--- src/bld_regs.vh ---
// Register map, field positions, reset values and timing counts of the load disconnect block
// Function
// - Removing the low-high remote link disconnects the load after 90 seconds.
// - Buzzer mode under-voltage: continuous alarm at 12 s, disconnect and silence at 90 s.
// - Buzzer mode: reconnect 30 seconds after an under-voltage disconnect.
// - High remote input low: off after 90 s; back high: on after 30 s.
// - Low remote input pulled to minus acts exactly like the high input.
// - Lithium mode: open discharge permit contact disconnects the load at once.
// - Lithium mode: disconnect trigger is the high input going from high to floating.
// - Lithium mode: ignore re-engage for 30 s after disconnect, then reconnect immediately.
// - Lithium mode: under-voltage thresholds ignored, alarm output kept inactive.
// - After 3 reclosing attempts stay off until above 52 V for 30 s.
// - Buzzer mode over-voltage: immediate off, intermittent alarm, reconnect with no delay.
// - Relay mode under-voltage: relay on at 12 s, disconnect and release at 90 s.
// - Relay mode over-voltage: immediate disconnect, alarm output stays inactive.
// - Three modes: buzzer default, relay second, lithium third; two steer the alarm.
// - Shutdown and restart voltages held as a pair, preset or user defined.
// - Wireless disabled by software is re-enabled only by the program pin.
`ifndef BLD_REGS_VH
`define BLD_REGS_VH

// ==========================================================
// Register byte offsets
`define BLD_OFS_CTRL 4'h0
`define BLD_OFS_LEVELS 4'h4
`define BLD_OFS_STATUS 4'h8

// ==========================================================
// Control fields
`define BLD_CTRL_MODE_LSB 0
`define BLD_CTRL_WLESS_BIT 2
`define BLD_MODE_BUZZER 2'h0
`define BLD_MODE_RELAY 2'h1
`define BLD_MODE_LITHIUM 2'h2

// ==========================================================
// Level pair fields, 0.1 V units
`define BLD_LVL_SHUT_LSB 0
`define BLD_LVL_REST_LSB 16
`define BLD_LVL_PRESET_LSB 26
`define BLD_LVL_USER_BIT 30
`define BLD_RST_SHUTDOWN 10'h1A4
`define BLD_RST_RESTART 10'h1E0

// ==========================================================
// Timing, in seconds of the tick
`define BLD_T_ALARM 7'h0C
`define BLD_T_OFF 7'h5A
`define BLD_T_ON 7'h1E
`define BLD_T_HOLD 7'h1E
`define BLD_T_RECHARGE 7'h1E
`define BLD_MAX_TRIES 2'h3
`define BLD_CLK_HZ 40000000

`endif

--- src/bld_top.v ---
// Load disconnect controller with Avalon-MM register slave
`timescale 1ns/1ps
`default_nettype none
`include "bld_regs.vh"

module bld_top #(
    parameter integer CLK_HZ = `BLD_CLK_HZ
) (
    // Clock and reset
    input wire clock_i,
    input wire reset_i,
    // Avalon-MM slave
    input wire [3:0] avs_address_i,
    input wire avs_read_i,
    input wire avs_write_i,
    input wire [31:0] avs_writedata_i,
    output reg [31:0] avs_readdata_o,
    output wire avs_waitrequest_o,
    // Remote terminal, comparator and program pins
    input wire remote_high_i,
    input wire remote_low_n_i,
    input wire under_voltage_i,
    input wire over_voltage_i,
    input wire restart_ok_i,
    input wire above_52v_i,
    input wire program_pin_n_i,
    // Comparator reference levels
    output reg [9:0] shutdown_level_o,
    output reg [9:0] restart_level_o,
    // Switch, alarm and wireless enable
    output reg load_on_o,
    output reg alarm_o,
    output reg wireless_en_o
);

    // ==========================================================
    // State codes
    localparam [2:0] ST_ON = 3'h1;
    localparam [2:0] ST_OFF = 3'h2;
    localparam [2:0] ST_LOCK = 3'h4;

    // ==========================================================
    // Pin synchronisers
    localparam integer NSYNC = 6;
    wire [NSYNC-1:0] pins_raw;
    reg [NSYNC-1:0] sync_a;
    reg [NSYNC-1:0] sync_b;
    assign pins_raw = {~program_pin_n_i, above_52v_i, restart_ok_i,
                       over_voltage_i, under_voltage_i,
                       remote_high_i | ~remote_low_n_i};

    always @(posedge clock_i or posedge reset_i) begin
        if (reset_i) begin
            sync_a <= 6'h00;
            sync_b <= 6'h00;
        end else begin
            sync_a <= pins_raw;
            sync_b <= sync_a;
        end
    end

    wire remote_on = sync_b[0];
    wire uv = sync_b[1];
    wire ov = sync_b[2];
    wire rest_ok = sync_b[3];
    wire above_52 = sync_b[4];
    wire program_pin = sync_b[5];

    // ==========================================================
    // One-second tick
    wire tick;

    bld_tick #(
        .CLK_HZ(CLK_HZ)
    ) u_tick (
        .clock_i(clock_i),
        .reset_i(reset_i),
        .tick_o(tick)
    );

    // ==========================================================
    // Register slave, one wait cycle per access
    reg [1:0] mode;
    reg [3:0] preset;
    reg user_lvl;
    reg ack;
    reg program_pin_q;
    wire req = avs_read_i | avs_write_i;
    wire take = req & ~ack;
    // Writes land on the edge where the master sees waitrequest low
    wire wr_go = avs_write_i & ack;
    wire lithium = (mode == `BLD_MODE_LITHIUM);
    wire relay = (mode == `BLD_MODE_RELAY);

    assign avs_waitrequest_o = req & ~ack;

    reg [2:0] state;
    reg [6:0] timer;
    reg [1:0] tries;
    reg ov_off;
    reg blink;

    wire [31:0] ctrl_word = {29'h00000000, wireless_en_o, mode};
    wire [31:0] lvl_word = {1'b0, user_lvl, preset, restart_level_o,
                            6'h00, shutdown_level_o};
    wire [31:0] stat_word = {16'h0000, 1'b0, timer, tries, ov_off,
                             alarm_o, load_on_o, state};

    always @(posedge clock_i or posedge reset_i) begin
        if (reset_i) begin
            ack <= 1'b0;
            avs_readdata_o <= 32'h00000000;
        end else begin
            ack <= take;
            if (take && avs_read_i) begin
                case (avs_address_i)
                    `BLD_OFS_CTRL: avs_readdata_o <= ctrl_word;
                    `BLD_OFS_LEVELS: avs_readdata_o <= lvl_word;
                    `BLD_OFS_STATUS: avs_readdata_o <= stat_word;
                    default: avs_readdata_o <= 32'h00000000;
                endcase
            end
        end
    end

    // Mode and level pair; a write takes effect on its accepting edge
    always @(posedge clock_i or posedge reset_i) begin
        if (reset_i) begin
            mode <= `BLD_MODE_BUZZER;
            preset <= 4'h0;
            user_lvl <= 1'b0;
            shutdown_level_o <= `BLD_RST_SHUTDOWN;
            restart_level_o <= `BLD_RST_RESTART;
        end else if (wr_go) begin
            if (avs_address_i == `BLD_OFS_CTRL) begin
                // Code 3 is not a mode; keep the old one
                if (avs_writedata_i[1:0] != 2'h3) begin
                    mode <= avs_writedata_i[1:0];
                end
            end
            if (avs_address_i == `BLD_OFS_LEVELS) begin
                shutdown_level_o <= avs_writedata_i[9:0];
                restart_level_o <= avs_writedata_i[25:16];
                preset <= avs_writedata_i[29:26];
                user_lvl <= avs_writedata_i[`BLD_LVL_USER_BIT];
            end
        end
    end

    // Software may only clear wireless enable; the program pin sets it.
    // A pin edge in the same cycle as the clearing write wins.
    always @(posedge clock_i or posedge reset_i) begin
        if (reset_i) begin
            program_pin_q <= 1'b0;
            wireless_en_o <= 1'b1;
        end else begin
            program_pin_q <= program_pin;
            if (program_pin && !program_pin_q) begin
                wireless_en_o <= 1'b1;
            end else if (wr_go && avs_address_i == `BLD_OFS_CTRL &&
                         !avs_writedata_i[`BLD_CTRL_WLESS_BIT]) begin
                wireless_en_o <= 1'b0;
            end
        end
    end

    // ==========================================================
    // Switch control
    wire tmr_max = (timer == 7'h7F);
    wire [6:0] timer_inc = tmr_max ? timer : timer + 7'h01;
    wire uv_live = uv & ~lithium;
    wire off_cause = uv_live | ~remote_on;

    reg [2:0] next_state;
    reg [6:0] next_timer;
    reg [1:0] next_tries;
    reg next_ov_off;
    reg next_load;

    always @* begin
        next_state = state;
        next_timer = timer;
        next_tries = tries;
        next_ov_off = ov_off;
        next_load = load_on_o;
        case (state)
            ST_ON: begin
                if (ov) begin
                    next_state = ST_OFF;
                    next_load = 1'b0;
                    next_ov_off = 1'b1;
                    next_timer = 7'h00;
                end else if (lithium) begin
                    next_timer = 7'h00;
                    if (!remote_on) begin
                        next_load = 1'b0;
                        next_tries = (tries == `BLD_MAX_TRIES) ? tries : tries + 2'h1;
                        // Third reclose that fails again locks the switch out
                        next_state = (tries == `BLD_MAX_TRIES) ? ST_LOCK : ST_OFF;
                    end
                end else if (!off_cause) begin
                    next_timer = 7'h00;
                end else if (tick) begin
                    next_timer = timer_inc;
                    if (timer_inc >= `BLD_T_OFF) begin
                        next_state = ST_OFF;
                        next_load = 1'b0;
                        next_timer = 7'h00;
                        next_ov_off = 1'b0;
                    end
                end
            end
            ST_OFF: begin
                if (ov) begin
                    next_load = 1'b0;
                    next_ov_off = 1'b1;
                    next_timer = 7'h00;
                end else if (lithium) begin
                    if (tick && timer < `BLD_T_HOLD) begin
                        next_timer = timer_inc;
                    end
                    if (timer >= `BLD_T_HOLD && remote_on) begin
                        next_state = ST_ON;
                        next_load = 1'b1;
                        next_timer = 7'h00;
                        next_ov_off = 1'b0;
                    end
                end else if (!(remote_on && rest_ok)) begin
                    next_timer = 7'h00;
                end else if (ov_off) begin
                    next_state = ST_ON;
                    next_load = 1'b1;
                    next_ov_off = 1'b0;
                end else if (tick) begin
                    next_timer = timer_inc;
                    if (timer_inc >= `BLD_T_ON) begin
                        next_state = ST_ON;
                        next_load = 1'b1;
                        next_timer = 7'h00;
                    end
                end
            end
            ST_LOCK: begin
                next_load = 1'b0;
                if (!above_52) begin
                    next_timer = 7'h00;
                end else if (tick) begin
                    next_timer = timer_inc;
                    if (timer_inc >= `BLD_T_RECHARGE) begin
                        // Recharge seen: hold-off counts as already served
                        next_state = ST_OFF;
                        next_tries = 2'h0;
                        next_timer = `BLD_T_HOLD;
                    end
                end
            end
            default: begin
                next_state = ST_OFF;
                next_load = 1'b0;
                next_timer = 7'h00;
            end
        endcase
        // Leaving lithium mode clears any lock-out count
        if (!lithium && state != ST_LOCK) begin
            next_tries = 2'h0;
        end
        if (!lithium && state == ST_LOCK) begin
            next_state = ST_OFF;
            next_tries = 2'h0;
            next_timer = 7'h00;
        end
    end

    always @(posedge clock_i or posedge reset_i) begin
        if (reset_i) begin
            state <= ST_OFF;
            timer <= 7'h00;
            tries <= 2'h0;
            ov_off <= 1'b0;
            load_on_o <= 1'b0;
        end else begin
            state <= next_state;
            timer <= next_timer;
            tries <= next_tries;
            ov_off <= next_ov_off;
            load_on_o <= next_load;
        end
    end

    // ==========================================================
    // Alarm output
    reg next_alarm;

    always @* begin
        next_alarm = 1'b0;
        if (lithium) begin
            next_alarm = 1'b0;
        end else if (ov && !relay) begin
            next_alarm = blink;
        end else if (ov) begin
            next_alarm = 1'b0;
        end else if (state == ST_ON && uv && timer >= `BLD_T_ALARM) begin
            // Same level in both modes; the load differs, buzzer or relay coil
            next_alarm = 1'b1;
        end
    end

    always @(posedge clock_i or posedge reset_i) begin
        if (reset_i) begin
            blink <= 1'b0;
            alarm_o <= 1'b0;
        end else begin
            if (tick) begin
                blink <= ~blink;
            end
            alarm_o <= next_alarm;
        end
    end

endmodule // bld_top

`default_nettype wire

--- src/bld_tick.v ---
// One-second enable pulse divided down from the system clock
`timescale 1ns/1ps
`default_nettype none

module bld_tick #(
    parameter integer CLK_HZ = 40000000
) (
    // Clock and reset
    input wire clock_i,
    input wire reset_i,
    // Tick
    output reg tick_o
);

    localparam integer LAST_I = CLK_HZ - 1;
    localparam [25:0] LAST = LAST_I[25:0];

    reg [25:0] count;

    always @(posedge clock_i or posedge reset_i) begin
        if (reset_i) begin
            count <= 26'h0000000;
            tick_o <= 1'b0;
        end else if (count >= LAST) begin
            count <= 26'h0000000;
            tick_o <= 1'b1;
        end else begin
            count <= count + 26'h0000001;
            tick_o <= 1'b0;
        end
    end

endmodule // bld_tick

`default_nettype wire

--- config.mk ---
export PLATFORM = sky130hd
export DESIGN_NAME = bld_top
export DESIGN_NICKNAME = d
export VERILOG_FILES = /design/src/bld_top.v /design/src/bld_tick.v
export VERILOG_INCLUDE_DIRS = /design/src
export SDC_FILE = /design/constraint.sdc
export NUM_CORES = 1
export LEC_CHECK = 0
export BUFFER_PORTS_ARGS = -buffer_cell sky130_fd_sc_hd__buf_2
export CELL_PAD_IN_SITES_DETAIL_PLACEMENT = 0
export CELL_PAD_IN_SITES_GLOBAL_PLACEMENT = 1
export CORE_UTILIZATION = 39
export CTS_CLUSTER_DIAMETER = 120
export DETAILED_ROUTE_END_ITERATION = 6
export GPL_TIMING_DRIVEN = 0
export PLACE_DENSITY = 0.82
export REMOVE_ABC_BUFFERS = 1
export SLEW_MARGIN = 30
export SYNTH_ARGS = -nofsm -noshare
export SYNTH_HDL_FRONTEND = slang
export SYNTH_HIERARCHICAL = 1
export SYNTH_SLANG_ARGS = --single-unit
--- constraint.sdc ---
create_clock -name clock_i -period 3.2 [get_ports clock_i]
set_input_delay 0.8 -clock clock_i [delete_from_list [all_inputs] [get_ports clock_i]]
set_output_delay 0.8 -clock clock_i [all_outputs]
set_load 0.1 [all_outputs]
==> summary by stage <==
Clocking
The root buffer cell is clkbuf_16. In this run the deepest clock path goes through 2 buffers. TritonCTS built the clock tree. The number of instances resized during post-cts repair is 0. The post-CTS setup buffer count is 0.

The number of hold buffers added after CTS is 0. Clock tree synthesis found a total of between 100 and 150 sinks. After clock tree synthesis, the clock-pin slew on the worst setup and hold paths is 50 ps. The number of buffers created by CTS is 17.

The later pin in the worst-skew pair is clocked with a latency of roughly 420 ps. The number of H-tree levels is 4.

Route
The total via count after detailed routing is about 4300. The post-detailed-routing wire length is 11900 um. For this run, design rule violations remaining after detail routing come to 0.

The post-detailed-route wirelength per cell is roughly 15 um. The residual antenna-violating net count after detailed routing is 0. The first detailed-routing pass ran for 6 iterations.

For this block, the initial DRC count from the detailed router was 241. The via count normalized by instance count is 5.24.

Finish
The synthesis-to-layout area growth is 20.3%. Leaving out fill and tap cells, the most frequent cell in the layout is dfrtp_1. The footprint of the multi-input gates is ~2400 sq um.

With fillers left out, the area of the finished cells amounts to around 6600 sq um. The final layout contains slightly below 700 nets. The register area is roughly 2900 sq um. The filler cells instantiated in the layout total ~1300. The top cell types in the final layout, fill and taps aside, are dfrtp_1 (105), buf_2 (94), nand2_1 (81). The number of inserted diodes is 0. In the final layout, the share of cells above drive strength 1 is between 20 and 30%. The final core area utilization is between 40% and 50%.

Worst setup path
STA classifies the critical path endpoint as a flip-flop. The critical path's top delay family is compound AO/OA/AOI/OAI gates. The critical path class is flip-flop to flip-flop. Traced cell by cell, the critical path runs through nor2b_1, a21oi_1, and2_2, o41ai_1, o41ai_2, buf_2, o31ai_1. The largest stage delay on the critical path is 650 ps.

The number of buffers and inverters on the critical path is 1. The kind of start point of the critical path is a flip-flop. The largest fanout on the critical path is 12. At the worst endpoint, the arrival time is between 2000 and 3000 ps. Data on the critical path is required at its endpoint by 3510 ps. The largest individual stage delay along the critical path comes from the cell nor2b_1.

Yosys
Summed over its instances, the top area cell type makes up between 40% and 50% of the synthesized netlist area. For this run, the register share of the synthesized area comes to between 50% and 60%. Summed over all instances, the cell type with the most area after synthesis is dfrtp_1.

By area the synthesized netlist is led by dfrtp_1 (48%), mux2_2 (5.7%), nand2_1 (5.5%). The average cell area after synthesis is between 10 and 15 sq um. During synthesis, Yosys emitted a total of 6 warnings. The distinct cell type count of the synthesized netlist is a little under 70. Synthesis inferred approximately 120 register bits.

The number of flops mapped to enable cells by yosys is 0. The netlist area before placement is between 5000 and 6000 sq um. In the synthesized netlist the dominant register cell turns out to be dfrtp_1. Counting flops with an async set or reset pin after synthesis yields a share of 100%. Counting every instance in the synthesized netlist gives ~540.

Timing
Across all setup checks in the final design, the least slack found is about 540 ps. The worst-margin pin slew is 770 ps. The time the worst path needs with I/O delays and setup is ~2700 ps.

The count of endpoints failing hold in the final timing report was 0. The share of the cycle needed by the critical path after routing is roughly 83%. The worst setup skew after layout is about 8.0 ps. Setup repair after global routing left no endpoint under its margin.

The total count of max-transition violations in the final report came to 0. The timing-limited maximum frequency is between 0.3 and 0.4 GHz. In this run the tightest slew margin relative to its limit is between 40 and 50%.

Setup violations remaining at the end of the flow were counted as 0.

Die
The number of primary I/O pins is between 100 and 150. The overall die height is 121 um. The die span in x is between 100 and 150 um.

The area of the core is about 14000 sq um. Row generation in the floorplan step produced 43 rows. For this configuration, the core starts out at a cell density of slightly below 40%.

The die outline area is roughly 15000 sq um.

Job
The number of maximum-capacitance violations is 0.

Global route
The number of global-route vias before repair is between 4000 and 5000. The global router's overall resource usage is 17.3%. The initial antenna violation count came to 0. The first-pass GRT wire length is slightly below 20000 um. Global routing finished with a remaining overflow of 0. Entering global routing, the biggest net connects 51 pins.

Pwr
IR analysis of the VDD net gives a maximum drop of ~0.00041 V. The total leakage power is roughly 3.1 nW. Dividing total power by cell area gives a power density of 674 nW/um^2.

Place
The post-place instance area is roughly 6100 sq um. The wire-length estimate of the detail-placed layout is 8210 um. The count of buffers inserted at the top-level ports is just over 90. At the placement stage, the worst setup path has a slack of -224 ps. At the end of routability-driven placement, the weighted congestion stood at 0.851.

Outcome
The flow ran to the end, and the final reports show no timing, DRC or antenna violations.

Min path
The path class of the tightest hold or removal check is flip-flop to flip-flop.
layout make-up:
type | instances | share of cell area [%]
inverter | 14 | 0.870
clock buffer | 25 | 7.04
tap | 180 | 3.40
sequential | 115 | 43.7
clock inverter | 7 | 1.29
multi-input combinational | 379 | 35.8
timing repair buffer | 96 | 7.94
Yosys cell counts, types with 3 or more instances:
cell / instances
dfrtp_1: 105
nand2_1: 81
nor2_1: 44
o21ai_0: 42
mux2_2: 28
nand3_1: 22
xor2_1: 18
inv_1: 14
nor3_1: 13
clkbuf_1: 12
a22oi_1: 10
dfstp_2: 10
nand4_1: 10
a21oi_1: 9
and3_1: 9
a31oi_1: 7
buf_6: 7
xnor2_1: 7
nor4_1: 5
o31ai_1: 5
buf_2: 4
ha_1: 4
o41ai_1: 4
a21oi_2: 3
and2_1: 3
buf_4: 3
clkbuf_8: 3
mux2i_1: 3
nand2b_1: 3
o21bai_1: 3
flip-flops by register name, summed over array words and instances (netlist names), 3 cells and up:
| signal | cells |
|---|---|
| preset | 4 |
| restart_level_o | 10 |
| avs_readdata_o | 30 |
| timer | 7 |
| sync_a | 6 |
| state | 3 |
| shutdown_level_o | 10 |
| u_tick/count | 26 |
| sync_b | 6 |
cells by family after synthesis:
| logic type | synth area share, % |
|---|---|
| other | 0.0682 |
| and+or+nand+nor | 18.9 |
| xor gates and xnor gates | 3.98 |
| AOI/OAI and AO/OA | 12.4 |
| DFF | 52.5 |
| buffers and inverters | 4.82 |
| adders and majority gates | 0.910 |
| muxes | 6.28 |
power by group:
group,leakage [nW],internal (mW),switching (mW)
Clock,0.273,1.16,0.620
Combinational,1.34,0.233,0.764
Sequential,1.50,1.59,0.0980
Total,3.11,2.98,1.48
layer usage:
| metal | global-route usage [%] | vias up | wire (um) |
|---|---|---|---|
| met1 | 21.9 | 2033 | 5390 |
| li1 | - | 2060 | - |
| met2 | 27.5 | 156 | 5510 |
| met4 | 7.72 | 0 | 192 |
| met5 | 0 | - | 0 |
| met3 | 5.00 | 24 | 788 |
per-stage QoR:
stage | TNS [ps] | instances | hold slack, ps | power (mW)
3_3_place_gp | -81680 | 781 | 336 | 2.67
6_report | 0 | 816 | 339 | 4.46
2_1_floorplan | 0 | 508 | 331 | 2.49
3_5_place_dp | -5000 | 784 | 335 | 2.71
5_1_grt | 0 | 816 | 352 | 4.64
4_1_cts | 0 | 816 | 344 | 4.50
path summary, 6_finish.rpt:
kind / startpoint / endpoint / slack, ps / cells past startpoint
max: mode[1] / timer[3] / 540 / 7
min: sync_a[2] / sync_b[2] / 340 / 0
max reg2reg: mode[1] / timer[3] / 540 / 7
min reg2reg: sync_a[2] / sync_b[2] / 340 / 0
max in group asynchronous: reset_i / shutdown_level_o[8] / 2180 / 3
min in group asynchronous: reset_i / sync_a[5] / 390 / 2
No activity file was read; power rests on OpenSTA's default activity.
